--- config.mk ---
export PLATFORM = sky130hd
export DESIGN_NAME = mmq_sequencer
export DESIGN_NICKNAME = d
export VERILOG_FILES = /design/src/mmq_pkg.sv /design/src/mmq_axis_if.sv /design/src/mmq_axis.sv /design/src/mmq_sequencer.sv /design/src/mmq_tick.sv
export SDC_FILE = /design/constraint.sdc
export NUM_CORES = 2
export LEC_CHECK = 0
export ABC_AREA = 1
export BUFFER_PORTS_ARGS = -buffer_cell sky130_fd_sc_hd__buf_2
export CAP_MARGIN = 5
export CORE_AREA = 2 2 452 454
export CTS_BUF_LIST = sky130_fd_sc_hd__clkbuf_4 sky130_fd_sc_hd__clkbuf_8
export CTS_CLUSTER_SIZE = 30
export DETAILED_ROUTE_END_ITERATION = 7
export DIE_AREA = 0 0 454 456
export GPL_TIMING_DRIVEN = 0
export SLEW_MARGIN = 20
export SYNTH_ARGS = -nofsm -noshare
export SYNTH_HDL_FRONTEND = slang
export SYNTH_SLANG_ARGS = --single-unit
export TNS_END_PERCENT = 50
--- constraint.sdc ---
create_clock -name clk -period 9.3 [get_ports clk]
set_clock_uncertainty 0.15 [all_clocks]
set_input_delay 0 -clock clk [delete_from_list [all_inputs] [get_ports clk]]
set_output_delay 0 -clock clk [all_outputs]
set_load 0.02 [all_outputs]
--- src/mmq_pkg.sv ---
package mmq_pkg;

    // Sizes of the sequencer
    localparam int NUM_TASKS = 5;
    localparam int NUM_AXES = 4;
    localparam int TASK_DEPTH = 2;

    // Field widths
    localparam int TYPE_W = 8;
    localparam int TARGET_W = 32;
    localparam int FRAC_W = 16;
    localparam int EDGE_W = TARGET_W - FRAC_W + 1;
    localparam int SPEED_W = 16;
    localparam int POS_W = 32;

    // Move identity codes
    localparam logic [TYPE_W-1:0] MT_IDLE = 8'h00;
    localparam logic [TYPE_W-1:0] MT_MOVE = 8'h01;
    localparam logic [TYPE_W-1:0] MT_FORWARD = 8'h0A;
    localparam logic [TYPE_W-1:0] MT_REVERSE = 8'h0B;

    // Servo tick timing
    localparam int CLK_KHZ = 20000;
    localparam int SERVO_TICK_US = 1000;
    localparam int TICK_CYCLES = (SERVO_TICK_US * CLK_KHZ) / 1000;

    // Fraction above which an edge count rounds up, in tenths
    localparam int ROUND_UP_TENTHS = 9;
    localparam logic [FRAC_W-1:0] ROUND_UP_THRESH =
        FRAC_W'((ROUND_UP_TENTHS * (1 << FRAC_W)) / 10);

    // Values after reset
    localparam logic [POS_W-1:0] POS_RESET = 32'h0000_0000;

    // Sequencer phases within one servo tick
    typedef enum logic [3:0] {
        S_IDLE = 4'h1,
        S_SEQ = 4'h2,
        S_LOAD = 4'h4,
        S_RUN = 4'h8
    } mmq_state_e;

    // Target in fixed point to whole encoder edges
    function automatic logic [EDGE_W-1:0] to_edges(input logic [TARGET_W-1:0] target);
        logic [EDGE_W-1:0] whole;
        whole = {target[TARGET_W-1], target[TARGET_W-1:FRAC_W]};
        if (target[FRAC_W-1:0] > ROUND_UP_THRESH)
        begin
            whole = whole + EDGE_W'(1);
        end
        return whole;
    endfunction

    // Moves that run until halted
    function automatic logic is_continuous(input logic [TYPE_W-1:0] move_type);
        return (move_type == MT_FORWARD) || (move_type == MT_REVERSE);
    endfunction

endpackage

--- src/mmq_axis_if.sv ---
`timescale 1ns/10ps
interface mmq_axis_if;
    logic load;
    logic [mmq_pkg::EDGE_W-1:0] edges;
    logic continuous;
    logic step;
    logic halt;
    logic [mmq_pkg::SPEED_W-1:0] speed;
    logic busy;
    logic done;
    logic [mmq_pkg::POS_W-1:0] position;

    modport main (
        output load,
        output edges,
        output continuous,
        output step,
        output halt,
        output speed,
        input busy,
        input done,
        input position
    );

    modport axis (
        input load,
        input edges,
        input continuous,
        input step,
        input halt,
        input speed,
        output busy,
        output done,
        output position
    );
endinterface

--- src/mmq_axis.sv ---
`timescale 1ns/10ps
module mmq_axis
(
    input wire logic clk,
    input wire logic rst,
    mmq_axis_if.axis port
);
    localparam int EW = mmq_pkg::EDGE_W;
    localparam int PW = mmq_pkg::POS_W;

    logic [EW-1:0] remaining;
    logic reverse;
    logic continuous;
    logic [EW-1:0] magnitude;
    logic [EW-1:0] speed_ext;
    logic [EW-1:0] step_size;
    logic moving;

    // Size of this tick's step, limited by what is left of a non-continuous move
    always_comb
    begin
        magnitude = remaining[EW-1] ? (~remaining + EW'(1)) : remaining;
        speed_ext = (port.speed == '0) ? EW'(1) : EW'(port.speed);
        if (continuous)
            step_size = speed_ext;
        else
            step_size = (magnitude < speed_ext) ? magnitude : speed_ext;
        moving = port.step && port.busy && !(continuous && port.halt);
    end

    // Active stage: holds the executing move until it completes
    always_ff @(posedge clk)
    begin
        if (rst)
        begin
            port.busy <= 1'h0;
            port.done <= 1'h0;
            remaining <= '0;
            reverse <= 1'h0;
            continuous <= 1'h0;
        end
        else
        begin
            port.done <= 1'h0;
            if (port.load)
            begin
                port.busy <= 1'h1;
                continuous <= port.continuous;
                remaining <= port.edges;
                reverse <= port.edges[EW-1];
            end
            else if (port.step && port.busy)
            begin
                if (continuous)
                begin
                    if (port.halt)
                    begin
                        port.busy <= 1'h0;
                        port.done <= 1'h1;
                    end
                end
                else
                begin
                    remaining <= reverse ? remaining + step_size : remaining - step_size;
                    if (step_size == magnitude)
                    begin
                        port.busy <= 1'h0;
                        port.done <= 1'h1;
                    end
                end
            end
        end
    end

    // Axis position in encoder edges, advanced once per tick
    always_ff @(posedge clk)
    begin
        if (rst)
            port.position <= mmq_pkg::POS_RESET;
        else if (moving)
            port.position <= reverse ? port.position - PW'(step_size)
                                     : port.position + PW'(step_size);
    end
endmodule

--- src/mmq_sequencer.sv ---
`timescale 1ns/10ps
// Contract
// - Each program task owns its own buffers for issued move commands.
// - Every axis has exactly two stages, active move and queued move.
// - Active type output shows the executing move code, 10 for forward.
// - A queued move starts only once the active move on that axis ended.
// - A move loads only when the active stages of all its axes are empty.
// - A task with full buffers is stalled and accepts no more commands.
// - Queue full flag is true exactly while that task's buffers are full.
// - Each tick, a waiting move goes into free queued stages, all axes together.
// - Task buffer entry is freed once its move went to the queued stages.
// - After sequencing, queued moves go to free active stages, queued freed.
// - Active moves run every tick and the active stage frees when done.
// - Edge conversion rounds up when fraction exceeds 0.9, else down.
// - Each axis runs its own logic with its own speed, independently.
module mmq_sequencer
#(
    parameter int NUM_TASKS = mmq_pkg::NUM_TASKS,
    parameter int NUM_AXES = mmq_pkg::NUM_AXES,
    parameter int DEPTH = mmq_pkg::TASK_DEPTH,
    parameter int TICK_CYCLES = mmq_pkg::TICK_CYCLES
)
(
    input wire logic clk,
    input wire logic rst,
    input wire logic [NUM_TASKS-1:0] cmd_valid,
    input wire logic [NUM_TASKS-1:0][mmq_pkg::TYPE_W-1:0] cmd_type,
    input wire logic [NUM_TASKS-1:0][NUM_AXES-1:0] cmd_axes,
    input wire logic [NUM_TASKS-1:0][NUM_AXES-1:0][mmq_pkg::TARGET_W-1:0] cmd_target,
    input wire logic [NUM_AXES-1:0][mmq_pkg::SPEED_W-1:0] axis_speed,
    input wire logic [NUM_AXES-1:0] axis_halt,
    output logic [NUM_TASKS-1:0] task_queue_full,
    output logic [NUM_AXES-1:0][mmq_pkg::TYPE_W-1:0] active_move_type,
    output logic [NUM_AXES-1:0][mmq_pkg::TYPE_W-1:0] queued_move_type,
    output logic [NUM_AXES-1:0][mmq_pkg::POS_W-1:0] axis_position,
    output logic servo_tick
);
    localparam int TW = mmq_pkg::TYPE_W;
    localparam int EW = mmq_pkg::EDGE_W;
    localparam int PTR_W = (DEPTH > 1) ? $clog2(DEPTH) : 1;
    localparam int CNT_W = $clog2(DEPTH + 1);
    localparam int TASK_W = (NUM_TASKS > 1) ? $clog2(NUM_TASKS) : 1;
    localparam logic [CNT_W-1:0] FULL_COUNT = CNT_W'(DEPTH);

    // Ring pointer advance that wraps at any depth
    function automatic logic [PTR_W-1:0] ptr_add(input logic [PTR_W-1:0] p,
                                                 input logic [CNT_W-1:0] n);
        int s;
        s = int'(p) + int'(n);
        if (s >= DEPTH)
        begin
            s = s - DEPTH;
        end
        return PTR_W'(s);
    endfunction

    // Per task move buffers
    logic [TW-1:0] tq_type [NUM_TASKS][DEPTH];
    logic [NUM_AXES-1:0] tq_mask [NUM_TASKS][DEPTH];
    logic [NUM_AXES-1:0][EW-1:0] tq_edges [NUM_TASKS][DEPTH];
    logic [PTR_W-1:0] tq_head [NUM_TASKS];
    logic [CNT_W-1:0] tq_count [NUM_TASKS];
    logic [NUM_TASKS-1:0] accept;
    logic [NUM_TASKS-1:0] pop;

    // Queued stage per axis
    logic [NUM_AXES-1:0] nq_valid;
    logic [NUM_AXES-1:0] nq_mask [NUM_AXES];
    logic [EW-1:0] nq_edges [NUM_AXES];

    // Active stage status from the axis engines
    logic [NUM_AXES-1:0] act_busy;
    logic [NUM_AXES-1:0] act_done;
    logic [NUM_AXES-1:0] load_now;

    // Sequencing choice
    logic seq_hit;
    logic [TASK_W-1:0] seq_task;
    logic [TW-1:0] sel_type;
    logic [NUM_AXES-1:0] sel_mask;
    logic [NUM_AXES-1:0][EW-1:0] sel_edges;

    mmq_pkg::mmq_state_e state;
    mmq_pkg::mmq_state_e next_state;
    logic tick;

    mmq_axis_if ax [NUM_AXES] ();

    // Servo period source
    mmq_tick #(
        .CYCLES(TICK_CYCLES)
    ) u_tick (
        .clk(clk),
        .rst(rst),
        .tick(tick)
    );

    assign servo_tick = tick;

    // Phase order within a tick: sequencing, then move loading, then running
    always_comb
    begin
        case (state)
            mmq_pkg::S_IDLE: next_state = tick ? mmq_pkg::S_SEQ : mmq_pkg::S_IDLE;
            mmq_pkg::S_SEQ: next_state = mmq_pkg::S_LOAD;
            mmq_pkg::S_LOAD: next_state = mmq_pkg::S_RUN;
            mmq_pkg::S_RUN: next_state = mmq_pkg::S_IDLE;
            default: next_state = mmq_pkg::S_IDLE;
        endcase
    end

    // Phase register
    always_ff @(posedge clk)
    begin
        if (rst)
            state <= mmq_pkg::S_IDLE;
        else
            state <= next_state;
    end

    // Commands are taken only while the task has room; a full task stalls
    always_comb
    begin
        for (int t = 0; t < NUM_TASKS; t++)
        begin
            accept[t] = cmd_valid[t] && !task_queue_full[t];
            pop[t] = (state == mmq_pkg::S_SEQ) && seq_hit && (seq_task == TASK_W'(t));
        end
    end

    // Lowest numbered task whose head move finds all its queued stages free
    always_comb
    begin
        seq_hit = 1'h0;
        seq_task = '0;
        for (int t = NUM_TASKS - 1; t >= 0; t--)
        begin
            if ((tq_count[t] != '0) && ((tq_mask[t][tq_head[t]] & nq_valid) == '0))
            begin
                seq_hit = 1'h1;
                seq_task = TASK_W'(t);
            end
        end
        sel_type = tq_type[seq_task][tq_head[seq_task]];
        sel_mask = tq_mask[seq_task][tq_head[seq_task]];
        sel_edges = tq_edges[seq_task][tq_head[seq_task]];
    end

    // Task buffers: write at the tail, free the head once sequenced
    always_ff @(posedge clk)
    begin
        if (rst)
        begin
            for (int t = 0; t < NUM_TASKS; t++)
            begin
                tq_head[t] <= '0;
                tq_count[t] <= '0;
                task_queue_full[t] <= 1'h0;
            end
        end
        else
        begin
            for (int t = 0; t < NUM_TASKS; t++)
            begin
                if (pop[t])
                    tq_head[t] <= ptr_add(tq_head[t], CNT_W'(1));
                tq_count[t] <= tq_count[t] + CNT_W'(accept[t]) - CNT_W'(pop[t]);
                task_queue_full[t] <=
                    (tq_count[t] + CNT_W'(accept[t]) - CNT_W'(pop[t])) == FULL_COUNT;
            end
        end
    end

    // Buffer contents, converted to encoder edges on entry
    always_ff @(posedge clk)
    begin
        for (int t = 0; t < NUM_TASKS; t++)
        begin
            if (accept[t])
            begin
                tq_type[t][ptr_add(tq_head[t], tq_count[t])] <= cmd_type[t];
                tq_mask[t][ptr_add(tq_head[t], tq_count[t])] <= cmd_axes[t];
                for (int a = 0; a < NUM_AXES; a++)
                begin
                    tq_edges[t][ptr_add(tq_head[t], tq_count[t])][a] <=
                        mmq_pkg::to_edges(cmd_target[t][a]);
                end
            end
        end
    end

    // Queued stage: filled for all axes of a move at once, freed on loading
    always_ff @(posedge clk)
    begin
        if (rst)
        begin
            nq_valid <= '0;
            for (int a = 0; a < NUM_AXES; a++)
            begin
                queued_move_type[a] <= mmq_pkg::MT_IDLE;
                nq_mask[a] <= '0;
                nq_edges[a] <= '0;
            end
        end
        else
        begin
            for (int a = 0; a < NUM_AXES; a++)
            begin
                if ((state == mmq_pkg::S_SEQ) && seq_hit && sel_mask[a])
                begin
                    nq_valid[a] <= 1'h1;
                    queued_move_type[a] <= sel_type;
                    nq_mask[a] <= sel_mask;
                    nq_edges[a] <= sel_edges[a];
                end
                else if (load_now[a])
                begin
                    nq_valid[a] <= 1'h0;
                    queued_move_type[a] <= mmq_pkg::MT_IDLE;
                end
            end
        end
    end

    // A queued move loads only when every axis it uses has ended its move
    always_comb
    begin
        for (int a = 0; a < NUM_AXES; a++)
        begin
            load_now[a] = (state == mmq_pkg::S_LOAD) && nq_valid[a]
                          && ((nq_mask[a] & act_busy) == '0);
        end
    end

    // Code of the executing move, back to idle when it completes
    always_ff @(posedge clk)
    begin
        if (rst)
        begin
            for (int a = 0; a < NUM_AXES; a++)
                active_move_type[a] <= mmq_pkg::MT_IDLE;
        end
        else
        begin
            for (int a = 0; a < NUM_AXES; a++)
            begin
                if (load_now[a])
                    active_move_type[a] <= queued_move_type[a];
                else if (act_done[a])
                    active_move_type[a] <= mmq_pkg::MT_IDLE;
            end
        end
    end

    // One engine per axis holds the active stage and runs on its own speed
    for (genvar g = 0; g < NUM_AXES; g++)
    begin : g_axis
        assign ax[g].load = load_now[g];
        assign ax[g].continuous = mmq_pkg::is_continuous(queued_move_type[g]);
        assign ax[g].edges = (queued_move_type[g] == mmq_pkg::MT_FORWARD) ? EW'(1) :
                             (queued_move_type[g] == mmq_pkg::MT_REVERSE) ? '1 :
                             nq_edges[g];
        assign ax[g].step = (state == mmq_pkg::S_RUN);
        assign ax[g].halt = axis_halt[g];
        assign ax[g].speed = axis_speed[g];
        assign act_busy[g] = ax[g].busy;
        assign act_done[g] = ax[g].done;
        assign axis_position[g] = ax[g].position;

        mmq_axis u_axis (
            .clk(clk),
            .rst(rst),
            .port(ax[g])
        );
    end
endmodule

--- src/mmq_tick.sv ---
`timescale 1ns/10ps
module mmq_tick
#(
    parameter int CYCLES = mmq_pkg::TICK_CYCLES
)
(
    input wire logic clk,
    input wire logic rst,
    output logic tick
);
    localparam int CNT_W = (CYCLES > 1) ? $clog2(CYCLES) : 1;
    localparam logic [CNT_W-1:0] LAST = CNT_W'(CYCLES - 1);

    logic [CNT_W-1:0] count;

    // Free running divider, one pulse per servo period
    always_ff @(posedge clk)
    begin
        if (rst)
        begin
            count <= '0;
            tick <= 1'h0;
        end
        else if (count == LAST)
        begin
            count <= '0;
            tick <= 1'h1;
        end
        else
        begin
            count <= count + CNT_W'(1);
            tick <= 1'h0;
        end
    end
endmodule

==> key figures <==
Synth
  • Area leader, netlist: edfxtp_1
  • Post-synth EDFFs: a little under 900
  • Yosys cell types: 70
  • #FFs+latches synth: approximately 1,200
  • List of most frequent post-synthesis cells: nand2_1 (1,429), inv_1 (1,026), edfxtp_1 (889)
  • Top cells by area, synth: edfxtp_1 (38%), dfxtp_1 (9.0%), nand2_1 (7.6%), inv_1 (5.5%), ha_1 (5.0%)
  • Top FF cell, synth: edfxtp_1
  • Syn nets: roughly 9,200
  • Sequential element share of the synthesized area: 0.469
  • Fraction of registers with async set/reset: 0
  • Synth Area per Inst: a little under 9 um^2
  • Most common cell in the synthesized netlist: nand2_1
  • Syn Inst Count: 8,146
  • Syn. warnings: 0
  • Synth top area share: 0.379
  • Syn Std Cell Area: approximately 70,000 um^2

Drt
  • DR iter-0 viols: roughly 7,300
  • Vias: approximately 70,000
  • Drt wl/cell: 23.7 um
  • Pre-antenna DRT Iters: 6
  • Vias per std cell: around 5.3
  • Final antenna-violating net count: 0
  • Final WL: around 320,000 um
  • DR DRC count: 0

GRT
  • GRT overflow: 0
  • Vias in the first global route: approximately 70,000
  • First-pass GRT wire length: 459,000 um
  • Total track usage: 0.299
  • Largest net degree at the start of global routing: between 40 and 50
  • Initial antenna violation count: between 70 and 80

Setup path
  • Crit-path max FO: 10
  • Critical path required time: 10.00 ns
  • Crit path top cell by count: nand2_1
  • Worst path arrival time: 8.75 ns
  • Critical Path Sink Type: register
  • Critical path startpoint category: register
  • Max incr delay on CP: 0.64 ns
  • CP max stage cell: dlygate4sd3_1
  • Crit-path leading delay family: buffers and inverters
  • Crit path buffers/inverters: 8
  • Crit path kind: reg -> reg
  • Reg2Reg Setup Slack: 1.26 ns

CTS
  • CTS sink count: about 1,200
  • # hold bufs at CTS: around 1,200
  • Post-CTS Setup Bufs: 0
  • TritonCTS clock tree: done
  • H-tree depth: 4
  • Post-CTS Resized: 0
  • Clk_lat worst skew: 1.00 ns
  • CTS Root Cell: clkbuf_8
  • CTS buffer count: about 210
  • Clock Path Buffers: 3
  • Worst-path clk slew: approximately 0.070 ns

STA
  • Post-route minimum period: between 8 and 9 ns
  • RSZ-0062 raised after global routing: no
  • Fmax achieved: between 0.1 and 0.15 GHz
  • Worst Max-Slew Pin Slew: around 1.2 ns
  • Setup Total Neg Slack: 0 ns
  • Final setup viols: 0
  • Final Max Slew Viols: 0
  • Final Hold Viols: 0
  • Hold_ws: about 0.08 ns
  • Tcrit/Tclk final: 0.865
  • Rel. slew slack: 0.179

Floorplan
  • Total I/O pin count: between 900 and 1,000
  • Die X: around 450 um
  • Die H: ~460 um
  • Total core area: 202,000 um^2
  • Std cell rows: 165
  • Starting density of the core: 0.349
  • Full die area: roughly 210,000 um^2

Outcome
  • Run status: finished clean

Power and ir drop
  • P_leak: around 0.042 uW
  • Fraction of power consumed by combinational cells: 0.234
  • Sequential power share: 0.416
  • Power Total: roughly 15,000 uW
  • Switch share: 0.327
  • Clock share of power: 0.349
  • Power per cell area: ~160 nW/um^2
  • Internal power: slightly above 10,000 uW
  • Maximum VDD drop: between 100 and 150 uV
  • Net Switching: 4900 uW

Place
  • Placed instance count: 11,870
  • Post-detail-place hpwl: ~240,000 um
  • Final Wtd Congestion: about 0.95
  • Placed Area: slightly below 80,000 um^2
  • Port Buffer Count: 972

Min path
  • Hold crit path type: in -> reg

Layout
  • Share of layout cells above drive strength 1: 0.154
  • Final #Nets: approximately 12,000
  • FF+latch area: ~33,000 um^2
  • Area of the multi-input gates: approximately 32,000 um^2
  • Final std cells w/o fill: around 14,000
  • Fillers: 19,048
  • Fin area: between 90,000 and 100,000 um^2
  • Area Overhead vs Synth: 36.9%

Job
  • Max Cap Viol: 0
per-stage QoR:
stage / utilization / worst slack [ns]
finish: 0.478 / 1.26
global route: 0.478 / 0.613
CTS: 0.477 / 1.34
detailed placement: 0.395 / 1.52
global placement: 0.390 / -4.68
floorplan: - / 2.44
cell families after synthesis:
logic type,share of synthesized area
buffers and inverters,0.0728
multiplexers,0.00270
XOR/XNOR,0.0643
AND/OR/NAND/NOR,0.179
AO/OA/AOI/OAI,0.160
flip-flops,0.469
adder cells (fa/ha/maj),0.0527
path summary, 6_finish.rpt:
path | to | depth (start not counted) | from
worst max-delay path | g_axis[1].u_axis.port.position[30] | 44 | g_axis[1].u_axis.remaining[1]
worst min-delay path | tq_edges[0][61] | 4 | cmd_target[120]
worst max register to register | g_axis[1].u_axis.port.position[30] | 44 | g_axis[1].u_axis.remaining[1]
worst min register to register | u_tick.count[0] | 1 | u_tick.count[0]
layer usage:
metal,track usage,wire length (um)
met3,0.0473,23300
met5,0,104
met4,0.171,20200
met2,0.508,153000
met1,0.357,124000
layout make-up:
| cell class | instances | share of cell area |
|---|---|---|
| sequential | 1204 | 0.342 |
| multi-input combinational | 5617 | 0.336 |
| timing repair buffer | 2275 | 0.187 |
| inverter | 1051 | 0.0409 |
| clock buffer | 291 | 0.0382 |
| tap | 2672 | 0.0347 |
| buffer | 274 | 0.0124 |
| clock inverter | 97 | 0.00788 |
| antenna | 47 | 0.00122 |
cells in the final DEF (no fill, tap or decap), drive strengths merged, types with 205 or more instances in the layout:
| cell type | count |
|---|---|
| a21oi | 475 |
| buf | 1144 |
| clkbuf | 473 |
| dfxtp | 315 |
| dlygate4sd3 | 1223 |
| edfxtp | 889 |
| ha | 284 |
| inv | 1058 |
| nand2 | 1446 |
| nand3 | 359 |
| nor2 | 732 |
| o211ai | 205 |
| o21ai | 708 |
| xor2 | 388 |
worst register-to-register path: cells and delay by family (launching register included):
kind / cells / cell delay [ns]
flops: 1 / 0.35
simple gates: 22 / 2.25
fa+ha+maj: 3 / 0.72
compound gates: 10 / 1.71
buf+inv: 8 / 2.34
xor+xnor: 1 / 0.43
state kept, by name (all words and copies together), names as in the netlist, 5 cells and up:
register	cells
nq_mask	16
queued_move_type	32
tq_type	80
g_axis.u_axis.remaining	68
active_move_type	32
task_queue_full	5
tq_head	5
tq_count	10
tq_mask	40
u_tick.count	15
nq_edges	68
g_axis.u_axis.port.position	128
tq_edges	680
power groups by stage:
stage                     logic (uW)  registers (uW)  clock network (uW)
after floorplan                 1410            6360                   0
after global placement          2850            6440                   0
after detailed placement        3020            6350                   0
after CTS                       3410            6240                5290
after global routing            3650            6260                5520
final                           3510            6240                5230
(Power assumes the default switching activity.)
